`config.mk`:
```
export PLATFORM = sky130hd
export DESIGN_NAME = tcx_timer16
export DESIGN_NICKNAME = d
export VERILOG_FILES = /design/src/hdl/tcx_edge_det.v /design/src/hdl/tcx_timer16.v
export VERILOG_INCLUDE_DIRS = /design/src /design/src/hdl
export SDC_FILE = /design/constraint.sdc
export NUM_CORES = 1
export LEC_CHECK = 0
export BUFFER_PORTS_ARGS = -buffer_cell sky130_fd_sc_hd__buf_4
export CAP_MARGIN = 20
export CELL_PAD_IN_SITES_DETAIL_PLACEMENT = 1
export CELL_PAD_IN_SITES_GLOBAL_PLACEMENT = 2
export CORE_ASPECT_RATIO = 1.75
export CORE_MARGIN = 3
export CORE_UTILIZATION = 41
export CTS_CLUSTER_SIZE = 28
export DETAILED_ROUTE_END_ITERATION = 8
export PLACE_DENSITY_LB_ADDON = 0.2
export SLEW_MARGIN = 5
export SYNTH_ARGS = -nofsm -noshare
export SYNTH_HDL_FRONTEND = slang
export SYNTH_SLANG_ARGS = --single-unit
```
`constraint.sdc`:
```
create_clock -name sys_clk_in -period 4.5 [get_ports sys_clk_in]
set_input_delay 0 -clock sys_clk_in [delete_from_list [all_inputs] [get_ports sys_clk_in]]
set_output_delay 0 -clock sys_clk_in [all_outputs]
set_load 0.005 [all_outputs]
```
`src/hdl/tcx_map.vh`:
```
// Register locations, field positions, reset values and prescaler counts for the timer block
`ifndef TCX_MAP_VH
`define TCX_MAP_VH

`define TCX_ADDR_W 4
`define TCX_ADDR_CTRL_A 4'h0
`define TCX_ADDR_CTRL_B 4'h1
`define TCX_ADDR_FLAGS 4'h2
`define TCX_ADDR_MASK 4'h3
`define TCX_ADDR_CNT_LO 4'h4
`define TCX_ADDR_CNT_HI 4'h5
`define TCX_ADDR_CAP_LO 4'h6
`define TCX_ADDR_CAP_HI 4'h7
`define TCX_ADDR_CMPA_LO 4'h8
`define TCX_ADDR_CMPA_HI 4'h9
`define TCX_ADDR_CMPB_LO 4'ha
`define TCX_ADDR_CMPB_HI 4'hb

`define TCX_A_WAVE_LO 1:0
`define TCX_A_CAP_SRC 2
`define TCX_B_CLK_SEL 2:0
`define TCX_B_WAVE_HI 4:3
`define TCX_B_EDGE_SEL 6
`define TCX_FLAG_OVF 0
`define TCX_FLAG_CAP 5

`define TCX_RST_CTRL_A 8'h00
`define TCX_RST_CTRL_B 8'h00
`define TCX_RST_MASK 8'h00
`define TCX_RST_COUNT 16'h0000
`define TCX_RST_WORD 16'h0000

`define TCX_PRE_W 10
`define TCX_PRE_DIV8 10'h007
`define TCX_PRE_DIV64 10'h03f
`define TCX_PRE_DIV256 10'h0ff
`define TCX_PRE_DIV1024 10'h3ff

`define TCX_MIN_COUNT 16'h0000
`define TCX_MAX_COUNT 16'hffff
`define TCX_TOP_8BIT 16'h00ff
`define TCX_TOP_9BIT 16'h01ff
`define TCX_TOP_10BIT 16'h03ff

`endif

```
`src/hdl/tcx_edge_det.v`:
```
// Level change detector for one synchronous input
`default_nettype none

module tcx_edge_det #(
  parameter RESET_LEVEL = 1'b0
) (
  input wire sys_clk_in,
  input wire rst_in,
  input wire level_in,
  output wire rise_out,
  output wire fall_out
);

  reg prev_reg;

  always @(posedge sys_clk_in or posedge rst_in) begin
    if (rst_in) begin
      prev_reg <= RESET_LEVEL;
    end else begin
      prev_reg <= level_in;
    end
  end

  assign rise_out = level_in & ~prev_reg;
  assign fall_out = ~level_in & prev_reg;

endmodule

`default_nettype wire

```
`src/hdl/tcx_timer16.v`:
```
// Sixteen-bit timer with input capture behind an 8-bit register port
//
// Behaviour
// [RULE1] Counter seen as upper and lower byte locations
// [RULE2] Upper-byte counter access goes to shared latch
// [RULE3] Lower-byte counter read latches upper byte
// [RULE4] Lower-byte counter write loads all sixteen bits
// [RULE5] Software blocks interrupts around two-byte accesses
// [RULE6] Shared latch holds value between writes
// [RULE7] Three-bit clock select; zero halts counter
// [RULE8] Up/down counter steps or clears per tick
// [RULE9] Internal top and bottom indications
// [RULE10] Processor write beats clear or count
// [RULE11] Counter accessible even while halted
// [RULE12] Four-bit waveform mode split over two controls
// [RULE13] Overflow flag set per mode; raises interrupt
// [RULE14] Capture on selected edge of pin or comparator
// [RULE15] Capture copies count and sets flag together
// [RULE16] Enabled capture flag interrupts; clears when serviced
// [RULE17] Writing one clears capture flag
// [RULE18] Capture low read latches its upper byte
// [RULE19] Capture writable only in capture-top modes
// [RULE20] Software writes capture upper byte first
// [RULE21] Software writes high first, reads low first
// [RULE22] Compare value reads bypass the shared latch
// [RULE23] Count range is 0x0000 to 0xffff
// [RULE24] One bit selects rising or falling capture edge
`default_nettype none
`include "tcx_map.vh"

module tcx_timer16 (
  input wire sys_clk_in,
  input wire rst_in,
  input wire [`TCX_ADDR_W-1:0] bus_addr_in,
  input wire [7:0] bus_wdata_in,
  input wire bus_wr_in,
  input wire bus_rd_in,
  output wire [7:0] bus_rdata_out,
  input wire ext_tick_in,
  input wire capture_pin_in,
  input wire comparator_output_in,
  input wire overflow_irq_ack_in,
  input wire capture_irq_ack_in,
  output wire overflow_irq_out,
  output wire capture_irq_out
);

  reg [7:0] control_reg_a_reg;
  reg [7:0] control_reg_b_reg;
  reg [7:0] mask_reg;
  reg overflow_flag_reg;
  reg capture_flag_reg;
  reg [15:0] timer_count_reg;
  reg count_up_reg;
  reg [15:0] capture_value_reg;
  reg [15:0] compare_a_reg;
  reg [15:0] compare_b_reg;
  reg [7:0] temp_byte_reg;
  reg [7:0] rdata_reg;
  reg overflow_irq_reg;
  reg capture_irq_reg;
  reg [`TCX_PRE_W-1:0] prescale_reg;
  reg [15:0] timer_count_next;
  reg count_up_next;
  reg [15:0] top_value;
  reg [15:0] fixed_top;
  reg dual_slope;
  reg ovf_at_top;
  reg ovf_at_bottom;
  reg capture_is_top;
  reg timer_tick;
  reg [7:0] rdata_next;
  wire [2:0] clock_source_select;
  wire [3:0] waveform_mode_select;
  wire wr_cnt_lo;
  wire rd_cnt_lo;
  wire wr_cap_lo;
  wire rd_cap_lo;
  wire wr_any_hi;
  wire at_top;
  wire at_bottom;
  wire at_max;
  wire overflow_event;
  wire capture_source;
  wire cap_rise;
  wire cap_fall;
  wire ext_rise;
  wire ext_fall;
  wire capture_event;

  assign clock_source_select = control_reg_b_reg[`TCX_B_CLK_SEL];
  assign waveform_mode_select = {control_reg_b_reg[`TCX_B_WAVE_HI], control_reg_a_reg[`TCX_A_WAVE_LO]}; // [RULE12]

  assign wr_cnt_lo = bus_wr_in & (bus_addr_in == `TCX_ADDR_CNT_LO);
  assign rd_cnt_lo = bus_rd_in & (bus_addr_in == `TCX_ADDR_CNT_LO);
  assign wr_cap_lo = bus_wr_in & (bus_addr_in == `TCX_ADDR_CAP_LO);
  assign rd_cap_lo = bus_rd_in & (bus_addr_in == `TCX_ADDR_CAP_LO);
  assign wr_any_hi = bus_wr_in & ((bus_addr_in == `TCX_ADDR_CNT_HI) | (bus_addr_in == `TCX_ADDR_CAP_HI) |
                     (bus_addr_in == `TCX_ADDR_CMPA_HI) | (bus_addr_in == `TCX_ADDR_CMPB_HI));

  // Edge detectors for the external tick and the capture source
  tcx_edge_det #(.RESET_LEVEL(1'b0)) u_ext_edge (
    .sys_clk_in(sys_clk_in),
    .rst_in(rst_in),
    .level_in(ext_tick_in),
    .rise_out(ext_rise),
    .fall_out(ext_fall)
  );

  assign capture_source = control_reg_a_reg[`TCX_A_CAP_SRC] ? comparator_output_in : capture_pin_in; // [RULE14]

  tcx_edge_det #(.RESET_LEVEL(1'b0)) u_cap_edge (
    .sys_clk_in(sys_clk_in),
    .rst_in(rst_in),
    .level_in(capture_source),
    .rise_out(cap_rise),
    .fall_out(cap_fall)
  );

  // Capture input is idle while the capture register defines top
  assign capture_event = (control_reg_b_reg[`TCX_B_EDGE_SEL] ? cap_rise : cap_fall) & ~capture_is_top; // [RULE24]

  // Free-running prescaler
  always @(posedge sys_clk_in or posedge rst_in) begin
    if (rst_in) begin
      prescale_reg <= {`TCX_PRE_W{1'b0}};
    end else begin
      prescale_reg <= prescale_reg + 1'b1;
    end
  end

  // Timer tick selection
  always @* begin
    case (clock_source_select)
      3'h0: timer_tick = 1'b0; // [RULE7]
      3'h1: timer_tick = 1'b1;
      3'h2: timer_tick = ((prescale_reg & `TCX_PRE_DIV8) == `TCX_PRE_DIV8);
      3'h3: timer_tick = ((prescale_reg & `TCX_PRE_DIV64) == `TCX_PRE_DIV64);
      3'h4: timer_tick = ((prescale_reg & `TCX_PRE_DIV256) == `TCX_PRE_DIV256);
      3'h5: timer_tick = (prescale_reg == `TCX_PRE_DIV1024);
      3'h6: timer_tick = ext_fall;
      3'h7: timer_tick = ext_rise;
      default: timer_tick = 1'b0;
    endcase
  end

  // Waveform mode decode: top value, slope and overflow point
  always @* begin
    fixed_top = (waveform_mode_select[1:0] == 2'h1) ? `TCX_TOP_8BIT :
                (waveform_mode_select[1:0] == 2'h2) ? `TCX_TOP_9BIT : `TCX_TOP_10BIT;
    top_value = `TCX_MAX_COUNT;
    dual_slope = 1'b0;
    ovf_at_top = 1'b0;
    capture_is_top = 1'b0;
    case (waveform_mode_select)
      4'h1, 4'h2, 4'h3: begin
        top_value = fixed_top;
        dual_slope = 1'b1;
      end
      4'h4: top_value = compare_a_reg;
      4'h5, 4'h6, 4'h7: begin
        top_value = fixed_top;
        ovf_at_top = 1'b1;
      end
      4'h8, 4'ha: begin
        top_value = capture_value_reg;
        dual_slope = 1'b1;
        capture_is_top = 1'b1;
      end
      4'h9, 4'hb: begin
        top_value = compare_a_reg;
        dual_slope = 1'b1;
      end
      4'hc: begin
        top_value = capture_value_reg;
        capture_is_top = 1'b1;
      end
      4'he: begin
        top_value = capture_value_reg;
        ovf_at_top = 1'b1;
        capture_is_top = 1'b1;
      end
      4'hf: begin
        top_value = compare_a_reg;
        ovf_at_top = 1'b1;
      end
      default: top_value = `TCX_MAX_COUNT;
    endcase
    ovf_at_bottom = dual_slope;
  end

  assign at_top = (timer_count_reg == top_value); // [RULE9]
  assign at_bottom = (timer_count_reg == `TCX_MIN_COUNT); // [RULE9]
  assign at_max = (timer_count_reg == `TCX_MAX_COUNT); // [RULE23]

  // Overflow point of each mode; a lower-byte counter write suppresses it
  assign overflow_event = timer_tick & ~wr_cnt_lo & (ovf_at_bottom ? (at_bottom & ~count_up_reg) :
                          ovf_at_top ? at_top : at_max); // [RULE13]

  // Counter next value
  always @* begin
    timer_count_next = timer_count_reg;
    count_up_next = count_up_reg;
    if (wr_cnt_lo) begin
      timer_count_next = {temp_byte_reg, bus_wdata_in}; // [RULE4] [RULE10] [RULE11]
    end else if (timer_tick) begin
      if (dual_slope) begin
        if (count_up_reg) begin
          if (timer_count_reg >= top_value) begin
            count_up_next = 1'b0;
            timer_count_next = timer_count_reg - 16'h0001; // [RULE8]
          end else begin
            timer_count_next = timer_count_reg + 16'h0001;
          end
        end else begin
          if (at_bottom) begin
            count_up_next = 1'b1;
            timer_count_next = timer_count_reg + 16'h0001;
          end else begin
            timer_count_next = timer_count_reg - 16'h0001; // [RULE8]
          end
        end
      end else if (at_top) begin
        timer_count_next = `TCX_MIN_COUNT; // [RULE8]
      end else begin
        timer_count_next = timer_count_reg + 16'h0001; // [RULE23]
      end
    end
  end

  always @(posedge sys_clk_in or posedge rst_in) begin
    if (rst_in) begin
      timer_count_reg <= `TCX_RST_COUNT;
      count_up_reg <= 1'b1;
    end else begin
      timer_count_reg <= timer_count_next;
      count_up_reg <= count_up_next;
    end
  end

  // Shared high-byte latch
  always @(posedge sys_clk_in or posedge rst_in) begin
    if (rst_in) begin
      temp_byte_reg <= 8'h00;
    end else if (wr_any_hi) begin
      temp_byte_reg <= bus_wdata_in; // [RULE2]
    end else if (rd_cnt_lo) begin
      temp_byte_reg <= timer_count_reg[15:8]; // [RULE3]
    end else if (rd_cap_lo) begin
      temp_byte_reg <= capture_value_reg[15:8]; // [RULE18]
    end
  end
  // Otherwise the latch keeps its byte for reuse by later writes [RULE6]

  // Capture register and compare registers
  always @(posedge sys_clk_in or posedge rst_in) begin
    if (rst_in) begin
      capture_value_reg <= `TCX_RST_WORD;
      compare_a_reg <= `TCX_RST_WORD;
      compare_b_reg <= `TCX_RST_WORD;
    end else begin
      if (capture_event) begin
        capture_value_reg <= timer_count_reg; // [RULE15]
      end else if (wr_cap_lo & capture_is_top) begin
        capture_value_reg <= {temp_byte_reg, bus_wdata_in}; // [RULE19]
      end
      if (bus_wr_in & (bus_addr_in == `TCX_ADDR_CMPA_LO)) begin
        compare_a_reg <= {temp_byte_reg, bus_wdata_in};
      end
      if (bus_wr_in & (bus_addr_in == `TCX_ADDR_CMPB_LO)) begin
        compare_b_reg <= {temp_byte_reg, bus_wdata_in};
      end
    end
  end

  // Control registers
  always @(posedge sys_clk_in or posedge rst_in) begin
    if (rst_in) begin
      control_reg_a_reg <= `TCX_RST_CTRL_A;
      control_reg_b_reg <= `TCX_RST_CTRL_B;
      mask_reg <= `TCX_RST_MASK;
    end else if (bus_wr_in) begin
      if (bus_addr_in == `TCX_ADDR_CTRL_A) begin
        control_reg_a_reg <= bus_wdata_in;
      end
      if (bus_addr_in == `TCX_ADDR_CTRL_B) begin
        control_reg_b_reg <= bus_wdata_in;
      end
      if (bus_addr_in == `TCX_ADDR_MASK) begin
        mask_reg <= bus_wdata_in;
      end
    end
  end

  // Event flags: a set in the clearing cycle wins
  always @(posedge sys_clk_in or posedge rst_in) begin
    if (rst_in) begin
      overflow_flag_reg <= 1'b0;
      capture_flag_reg <= 1'b0;
    end else begin
      if (overflow_event) begin
        overflow_flag_reg <= 1'b1; // [RULE13]
      end else if (overflow_irq_ack_in | (bus_wr_in & (bus_addr_in == `TCX_ADDR_FLAGS) &
                   bus_wdata_in[`TCX_FLAG_OVF])) begin
        overflow_flag_reg <= 1'b0;
      end
      if (capture_event) begin
        capture_flag_reg <= 1'b1; // [RULE15]
      end else if (capture_irq_ack_in) begin
        capture_flag_reg <= 1'b0; // [RULE16]
      end else if (bus_wr_in & (bus_addr_in == `TCX_ADDR_FLAGS) & bus_wdata_in[`TCX_FLAG_CAP]) begin
        capture_flag_reg <= 1'b0; // [RULE17]
      end
    end
  end

  // Interrupt requests
  always @(posedge sys_clk_in or posedge rst_in) begin
    if (rst_in) begin
      overflow_irq_reg <= 1'b0;
      capture_irq_reg <= 1'b0;
    end else begin
      overflow_irq_reg <= overflow_flag_reg & mask_reg[`TCX_FLAG_OVF] & ~overflow_irq_ack_in; // [RULE13]
      capture_irq_reg <= capture_flag_reg & mask_reg[`TCX_FLAG_CAP] & ~capture_irq_ack_in; // [RULE16]
    end
  end

  // Read data mux
  always @* begin
    rdata_next = 8'h00;
    if (bus_rd_in) begin
      case (bus_addr_in)
        `TCX_ADDR_CTRL_A: rdata_next = control_reg_a_reg;
        `TCX_ADDR_CTRL_B: rdata_next = control_reg_b_reg;
        `TCX_ADDR_FLAGS: begin
          rdata_next[`TCX_FLAG_OVF] = overflow_flag_reg;
          rdata_next[`TCX_FLAG_CAP] = capture_flag_reg;
        end
        `TCX_ADDR_MASK: rdata_next = mask_reg;
        `TCX_ADDR_CNT_LO: rdata_next = timer_count_reg[7:0]; // [RULE1]
        `TCX_ADDR_CNT_HI: rdata_next = temp_byte_reg; // [RULE2]
        `TCX_ADDR_CAP_LO: rdata_next = capture_value_reg[7:0];
        `TCX_ADDR_CAP_HI: rdata_next = temp_byte_reg; // [RULE18]
        `TCX_ADDR_CMPA_LO: rdata_next = compare_a_reg[7:0];
        `TCX_ADDR_CMPA_HI: rdata_next = compare_a_reg[15:8]; // [RULE22]
        `TCX_ADDR_CMPB_LO: rdata_next = compare_b_reg[7:0];
        `TCX_ADDR_CMPB_HI: rdata_next = compare_b_reg[15:8]; // [RULE22]
        default: rdata_next = 8'h00;
      endcase
    end
  end

  always @(posedge sys_clk_in or posedge rst_in) begin
    if (rst_in) begin
      rdata_reg <= 8'h00;
    end else begin
      rdata_reg <= rdata_next;
    end
  end

  assign bus_rdata_out = rdata_reg;
  assign overflow_irq_out = overflow_irq_reg;
  assign capture_irq_out = capture_irq_reg;

endmodule

`default_nettype wire

```
==> results_dict.tcl, run 1 <==
set metrics [dict create \
    path_buf_inv 4 \
    die-height_um 183 \
    synth-seq-cells 121 \
    synthCells 742 \
    seq_power_share_pct 36.0 \
    grt_start_max_net_pins 69 \
    insertedDiodeCount 0 \
    sum_of_routed_wire_length_over_all_layers_um 26800 \
    tritoncts "built" \
    max_freq_ghz 0.234 \
    drtAntennaViolNets 0 \
    unrepaired_setup_endpoints_after_global_routing "no" \
    finalHoldViolCount 0 \
    critPathMaxStageDelay_ns 0.41 \
    cp_top_family "compound AO/OA/AOI/OAI gates" \
    die_w_um 107 \
    post-cts-setup-buffers 0 \
    remaining_routing_drc_violations 0 \
    core_region_area_sq_mm 0.0175 \
    tightestPinTransition_ns 0.979 \
    max_cap_check_violation_count 0 \
    final_instance_area_sq_mm 0.00861 \
    ir_worst_vdd_v 0.000350 \
    cts_root_buf "sky130_fd_sc_hd__clkbuf_16" \
    slew_viol_final 0 \
    clkPwrFrac_pct 29.3 \
    final.setup_skew_ns 0.00826 \
    p_total_mw 5.02 \
    clock_latency_ns 0.44 \
    power.combinational.fraction_pct 34.7 \
    power_leakage_nw 3.78 \
    gp_congestion 0.910 \
    async_reset_ff_share_pct 100 \
    outcome "finished, final reports clean" \
    overflow 0 \
    routed_via_density 6.20 \
    boundaryPins 31 \
    worst_setup_path_end_kind "flop" \
    drt_pass1_iterations 4 \
    antenna_found_initial 0 \
    clock-sinks 121 \
    arrival_ns 4.61 \
    max-slew-margin-rel_pct 34.5 \
    wire_length_of_the_first_global_routing_pass_um 41400 \
    timing.reg2reg.setup_slack_ns 0.23 \
    detailed_place.area_sq_mm 0.00783 \
    crit_chain "inv_1 -> ha_1 -> nor2b_1 -> o21ai_0 -> o21ai_1 -> nor3b_1 -> buf_4 -> a221oi_1 -> ha_1 -> nand4_2 -> or3_1 -> o32a_1 -> a21oi_2 -> buf_6 -> buf_4 -> mux2i_1 -> a221oi_1 -> a211oi_1" \
    die_area_sq_mm 0.0197 \
    cp.required_ns 4.84 \
    internal-power_mw 3.13 \
    timing.final.crit_share_pct 94.8 \
    initial_drc_count 329 \
    path_clk_slew_ns 0.06 \
    netlist_area_before_placement_sq_mm 0.00736 \
    cts_made_buffers 17 \
    effective_utilization_at_floorplan_pct 42.0 \
    htree_num_levels 4 \
    setup_tns_ns 0 \
    post-dp-hpwl_um 19400 \
    register_area_share_after_synthesis_pct 41.2 \
    cts_buffer_depth 2 \
    floorplan.rows 64 \
    count_of_flip_flops_with_a_built_in_enable_after_synthesis 0 \
    critPathKind "reg -> reg" \
    sort_of_element_at_the_start_of_the_critical_path "flop" \
    layout_min_cycle_time_ns 4.27 \
    yosysWarningCount 0 \
    final_nets 828 \
    globalRouteTotalUtil_pct 28.5 \
    syn_area_per_cell_sq_um 9.92 \
    cp_slowest_cell "sky130_fd_sc_hd__dfrtp_1" \
    holdCritPathClass "in -> reg" \
    power.density_cell_area_mw_per_mm2 583 \
    first_global_vias 6886 \
    route.detailed.wl_per_inst_um 26.1 \
    dr_total_vias 6358 \
    syn2layout_area_growth_pct 17.0 \
    postSynth.topFlopCell "sky130_fd_sc_hd__dfrtp_1" \
    post-route-util_pct 49.1 \
    synth_cell_type_count 72 \
    sw_frac_of_total_pct 37.7 \
    critPathMaxFanout 15 \
    place.port_buffers 30 \
    switchingPower_mw 1.89 \
    setup_failing_eps_final 0 \
    layout-drive-gt1-share_pct 20.8 \
    synth_nets 788 \
]
[cell usage in the layout (no fill, tap or decap), types with 7 or more instances in the layout]
| cell type | count |
|---|---|
| sky130_fd_sc_hd__nor2_1 | 52 |
| sky130_fd_sc_hd__nor2b_1 | 11 |
| sky130_fd_sc_hd__o221ai_1 | 9 |
| sky130_fd_sc_hd__a22oi_1 | 15 |
| sky130_fd_sc_hd__o21ai_0 | 21 |
| sky130_fd_sc_hd__xnor2_1 | 7 |
| sky130_fd_sc_hd__clkbuf_16 | 17 |
| sky130_fd_sc_hd__nand3_1 | 27 |
| sky130_fd_sc_hd__a221oi_1 | 16 |
| sky130_fd_sc_hd__nor4_1 | 11 |
| sky130_fd_sc_hd__buf_4 | 51 |
| sky130_fd_sc_hd__or3_1 | 7 |
| sky130_fd_sc_hd__a21oi_1 | 25 |
| sky130_fd_sc_hd__dlygate4sd3_1 | 15 |
| sky130_fd_sc_hd__mux2i_1 | 36 |
| sky130_fd_sc_hd__nand2b_1 | 9 |
| sky130_fd_sc_hd__a22o_1 | 16 |
| sky130_fd_sc_hd__ha_1 | 25 |
| sky130_fd_sc_hd__nand2_1 | 60 |
| sky130_fd_sc_hd__and3_1 | 12 |
| sky130_fd_sc_hd__a211oi_1 | 12 |
| sky130_fd_sc_hd__a21o_1 | 17 |
| sky130_fd_sc_hd__nor3_1 | 22 |
| sky130_fd_sc_hd__inv_1 | 16 |
| sky130_fd_sc_hd__mux2_2 | 58 |
| sky130_fd_sc_hd__dfrtp_1 | 120 |
[worst paths after layout]
kind                       cells after the start                                to                              from
setup / recovery                              18    timer_count_reg[2]$_DFFE_PP0P_  control_reg_a_reg[1]$_DFFE_PP0P_
hold / removal                                 3        bus_rdata_out[5]$_DFF_PP0_                    bus_addr_in[2]
setup reg to reg                              18    timer_count_reg[2]$_DFFE_PP0P_  control_reg_a_reg[1]$_DFFE_PP0P_
hold reg to reg                                1         prescale_reg[0]$_DFF_PP0_         prescale_reg[0]$_DFF_PP0_
max in group asynchronous                      4  capture_value_reg[0]$_DFFE_PP0P_                            rst_in
min in group asynchronous                      3  control_reg_b_reg[6]$_DFFE_PP0P_                            rst_in
[tightest hold or removal path, delay by kind of cell]
family,cells,cell delay [ns]
AOI/OAI and AO/OA,2,0.27
buffers and inverters,1,0.21
[logic make-up after synthesis]
group	synth area share, %
AOI/OAI and AO/OA	18.0
xor gates and xnor gates	1.55
adders and majority gates	4.25
buffers and inverters	3.94
DFF	41.2
muxes	14.1
and+or+nand+nor	17.0
[routing by layer]
| layer | track usage [%] | wire (um) | vias up |
|---|---|---|---|
| li1 | - | - | 2862 |
| met1 | 31.4 | 10000 | 3219 |
| met2 | 49.2 | 13900 | 194 |
| met3 | 4.33 | 906 | 83 |
| met4 | 20.2 | 1950 | 0 |
| met5 | 0 | 0 | - |
[synthesized netlist by cell type (7+ instances only)]
library cell | n | share of area (%)
sky130_fd_sc_hd__ha_1 | 25 | 4.3
sky130_fd_sc_hd__mux2i_1 | 36 | 4.9
sky130_fd_sc_hd__nor4_1 | 11 | 0.94
sky130_fd_sc_hd__nor3_1 | 24 | 1.6
sky130_fd_sc_hd__o21ai_0 | 21 | 1.4
sky130_fd_sc_hd__nand2_1 | 60 | 3.1
sky130_fd_sc_hd__xnor2_1 | 7 | 0.83
sky130_fd_sc_hd__a22o_1 | 16 | 1.9
sky130_fd_sc_hd__dfrtp_1 | 120 | 41
sky130_fd_sc_hd__o221ai_1 | 9 | 1.1
sky130_fd_sc_hd__a221oi_1 | 16 | 1.9
sky130_fd_sc_hd__and3_1 | 12 | 1.0
sky130_fd_sc_hd__nand2b_1 | 9 | 0.76
sky130_fd_sc_hd__a22oi_1 | 15 | 1.5
sky130_fd_sc_hd__nor2b_1 | 11 | 0.94
sky130_fd_sc_hd__or3_1 | 7 | 0.60
sky130_fd_sc_hd__a211oi_1 | 12 | 1.2
sky130_fd_sc_hd__nand3_1 | 27 | 1.8
sky130_fd_sc_hd__clkbuf_1 | 32 | 1.6
sky130_fd_sc_hd__mux2_2 | 58 | 8.9
sky130_fd_sc_hd__inv_1 | 17 | 0.87
sky130_fd_sc_hd__a21o_1 | 17 | 1.7
sky130_fd_sc_hd__nor2_1 | 52 | 2.7
sky130_fd_sc_hd__a21oi_1 | 25 | 1.7
[power by group through the flow]
| stage | registers, mW | clock network (mW) | logic [mW] |
|---|---|---|---|
| after detailed placement | 1.81 | 0 | 1.71 |
| after CTS | 1.80 | 1.49 | 1.73 |
| final | 1.81 | 1.47 | 1.74 |
| after floorplan | 1.56 | 0 | 1.34 |
| after global placement | 1.80 | 0 | 1.61 |
| after global routing | 1.84 | 1.54 | 1.91 |
[stage by stage]
step | hold slack, ns | setup WS [ns] | cells
CTS | 0.0676 | 0.125 | 1025
finish | 0.0826 | 0.232 | 1025
detailed placement | 0.131 | 0.120 | 979
global route | 0.101 | 0.00518 | 1025
global placement | 0.128 | 0.431 | 978
floorplan | 0.0314 | 0.400 | 742
[cell type report]
cell class / instances / area [sq um]
clock inverters: 8 / 143
multi-input cells: 556 / 4050
well taps: 231 / 289
fillers: 1921 / 8920
repair buffers: 68 / 549
clock buffers: 23 / 478
flip-flops and latches: 121 / 3030
inverters: 18 / 70.1
[timing repair]
item / 4_1_cts / 5_1_grt
hold endpoints to repair: 132 / 0
resized for setup: 0 / 3
hold buffers: 15 / 0
setup endpoints to repair: 0 / 6
No activity file was read; power rests on OpenSTA's default activity.
==> run 2, diff against run 1 <==
--- a/config.mk
+++ b/config.mk
@@ -13,6 +13,7 @@
 export CORE_ASPECT_RATIO = 1.75
 export CORE_MARGIN = 3
 export CORE_UTILIZATION = 41
+export CTS_BUF_LIST = sky130_fd_sc_hd__clkbuf_16
 export CTS_CLUSTER_SIZE = 28
 export DETAILED_ROUTE_END_ITERATION = 8
 export PLACE_DENSITY_LB_ADDON = 0.2
==> results_dict.tcl, run 2 (synthesized netlist as in run 1, its figures left out) <==
set metrics [dict create \
    post-cts-setup-buffers 0 \
    cts_buffer_depth 2 \
    holdCritStartpoint "bus_addr_in[2]" \
    syn2layout_area_growth_pct 16.6 \
    effective_utilization_at_floorplan_pct 42.0 \
    highest_layer "met4" \
    die_w_um 107 \
    place.port_buffers 30 \
    sort_of_element_at_the_start_of_the_critical_path "flop" \
    antenna_found_initial 0 \
    wire_length_of_the_first_global_routing_pass_um 41300 \
    ir_worst_vdd_v 0.000349 \
    timing.reg2reg.setup_slack_ns 0.25 \
    power.density_cell_area_mw_per_mm2 577 \
    path_buf_inv 4 \
    cp_slowest_cell "sky130_fd_sc_hd__dfrtp_1" \
    final_nets 828 \
    dp.cells 979 \
    p_total_mw 4.95 \
    fin_hold_ws_ns 0.0791 \
    max-slew-margin-rel_pct 35.6 \
    r2r-end "timer_count_reg[2]$_DFFE_PP0P_" \
    cts_made_buffers 17 \
    nFillCells 1927 \
    timing.final.crit_share_pct 94.4 \
    final_instance_area_sq_mm 0.00858 \
    holdCritPathClass "in -> reg" \
    critPathMaxFanout 15 \
    initial_drc_count 313 \
    sum_of_routed_wire_length_over_all_layers_um 26700 \
    tightestPinTransition_ns 0.962 \
    critPathKind "reg -> reg" \
    core_region_area_sq_mm 0.0175 \
    met3WireLength_um 946 \
    multi_input_comb_area_sq_mm 0.00405 \
    cts_root_buf "sky130_fd_sc_hd__clkbuf_16" \
    r2r_path_start "control_reg_a_reg[1]$_DFFE_PP0P_" \
    power_leakage_nw 3.77 \
    drt_pass1_iterations 6 \
    die_area_sq_mm 0.0197 \
    globalRouteTotalUtil_pct 28.4 \
    die-height_um 183 \
    finalNonFillerCells 1025 \
    slew_viol_final 0 \
    path_clk_slew_ns 0.06 \
    finalHoldViolCount 0 \
    layout_min_cycle_time_ns 4.25 \
    routed_via_density 6.21 \
    route.detailed.wl_per_inst_um 26.1 \
    clock_latency_ns 0.44 \
    overflow 0 \
    sequential_standard_cell_area_sq_mm 0.00303 \
    setup_failing_eps_final 0 \
    htree_num_levels 4 \
    tritoncts "built" \
    crit_chain "inv_1 -> ha_1 -> nor2b_1 -> o21ai_0 -> o21ai_1 -> nor3b_1 -> buf_4 -> a221oi_1 -> ha_1 -> nand4_2 -> or3_1 -> o32a_1 -> a21oi_2 -> buf_6 -> buf_4 -> mux2i_1 -> a221oi_1 -> a211oi_1" \
    crit_path_start "control_reg_a_reg[1]$_DFFE_PP0P_" \
    grt_start_max_net_pins 69 \
    met2RoutedLength_um 13800 \
    clock-sinks 121 \
    max_freq_ghz 0.235 \
    first_global_vias 6888 \
    cp_top_family "compound AO/OA/AOI/OAI gates" \
    reg2reg_depth 18 \
    remaining_routing_drc_violations 0 \
    dp_slack_ns 0.120 \
    final.setup_skew_ns 0.00858 \
    worst_setup_path_end_kind "flop" \
    final_common_cell "sky130_fd_sc_hd__dfrtp_1" \
    setup_tns_ns 0 \
    drtAntennaViolNets 0 \
    unrepaired_setup_endpoints_after_global_routing "no" \
    postLayoutSetupSlackWorst_ns 0.253 \
    cp.required_ns 4.84 \
    detailed_place.area_sq_mm 0.00783 \
    insertedDiodeCount 0 \
    outcome "finished, final reports clean" \
    floorplan.rows 64 \
    arrival_ns 4.59 \
    timing.critical_path.depth 18 \
    met1Wirelength_um 9970 \
    critPathMaxStageDelay_ns 0.41 \
    boundaryPins 31 \
    post-route-util_pct 48.9 \
    gp_congestion 0.910 \
    post-dp-hpwl_um 19400 \
    timing.critical_path.to "timer_count_reg[2]$_DFFE_PP0P_" \
    dr_total_vias 6369 \
    most-common-layout-cells "120 x sky130_fd_sc_hd__dfrtp_1, 60 x sky130_fd_sc_hd__nand2_1, 58 x sky130_fd_sc_hd__mux2_2" \
    layout-drive-gt1-share_pct 20.4 \
    max_cap_check_violation_count 0 \
]
run 2: cell types whose count changed in the layout (fill, tap and decap cells not counted):
cell,previous run,this run
sky130_fd_sc_hd__clkinv_1,1,4
sky130_fd_sc_hd__clkbuf_1,3,0
sky130_fd_sc_hd__inv_1,16,19
sky130_fd_sc_hd__clkbuf_8,3,0
run 2: worst reg2reg max path, delay by kind of cell, from the launching register on:
kind,cells,cell delay (ns)
buf+inv,4,0.71
compound gates,7,1.35
mux,1,0.22
flops,1,0.41
simple gates,4,0.88
fa+ha+maj,2,0.57
run 2: worst min path at each step:
| stage | end | depth (start not counted) |
|---|---|---|
| 6_report | bus_rdata_out[5]$_DFF_PP0_ | 3 |
| 5_1_grt | bus_rdata_out[5]$_DFF_PP0_ | 3 |
| 3_5_place_dp | u_ext_edge.prev_reg$_DFF_PP0_ | 1 |
| 4_1_cts | bus_rdata_out[5]$_DFF_PP0_ | 3 |
| 2_1_floorplan | u_ext_edge.prev_reg$_DFF_PP0_ | 0 |
| 3_3_place_gp | u_ext_edge.prev_reg$_DFF_PP0_ | 1 |
run 2: what timing repair did:
item                                    in CTS  in global routing
hold endpoints to repair                   132                  0
hold buffers                                15                  0
resized for setup                            0                  3
endpoints found under the setup margin       0                  6
run 2: layer usage:
metal | vias up | global-route usage (%)
met5 | - | 0
met3 | 91 | 4.40
met4 | 0 | 20.1
met1 | 3226 | 31.2
met2 | 190 | 49.3
li1 | 2862 | -
run 2: area by class of cell:
type / instances / area share [%]
multi-input cells: 556 / 47.2
flip-flops and latches: 121 / 35.3
repair buffers: 68 / 6.40
clock buffers: 17 / 4.96
well taps: 231 / 3.37
clock inverters: 14 / 1.92
inverters: 18 / 0.816
run 2: where the power goes:
part | switching (mW) | internal (mW)
clock | 0.506 | 0.905
sequential | 0.428 | 1.38
combinational | 0.950 | 0.785
total | 1.88 | 3.07
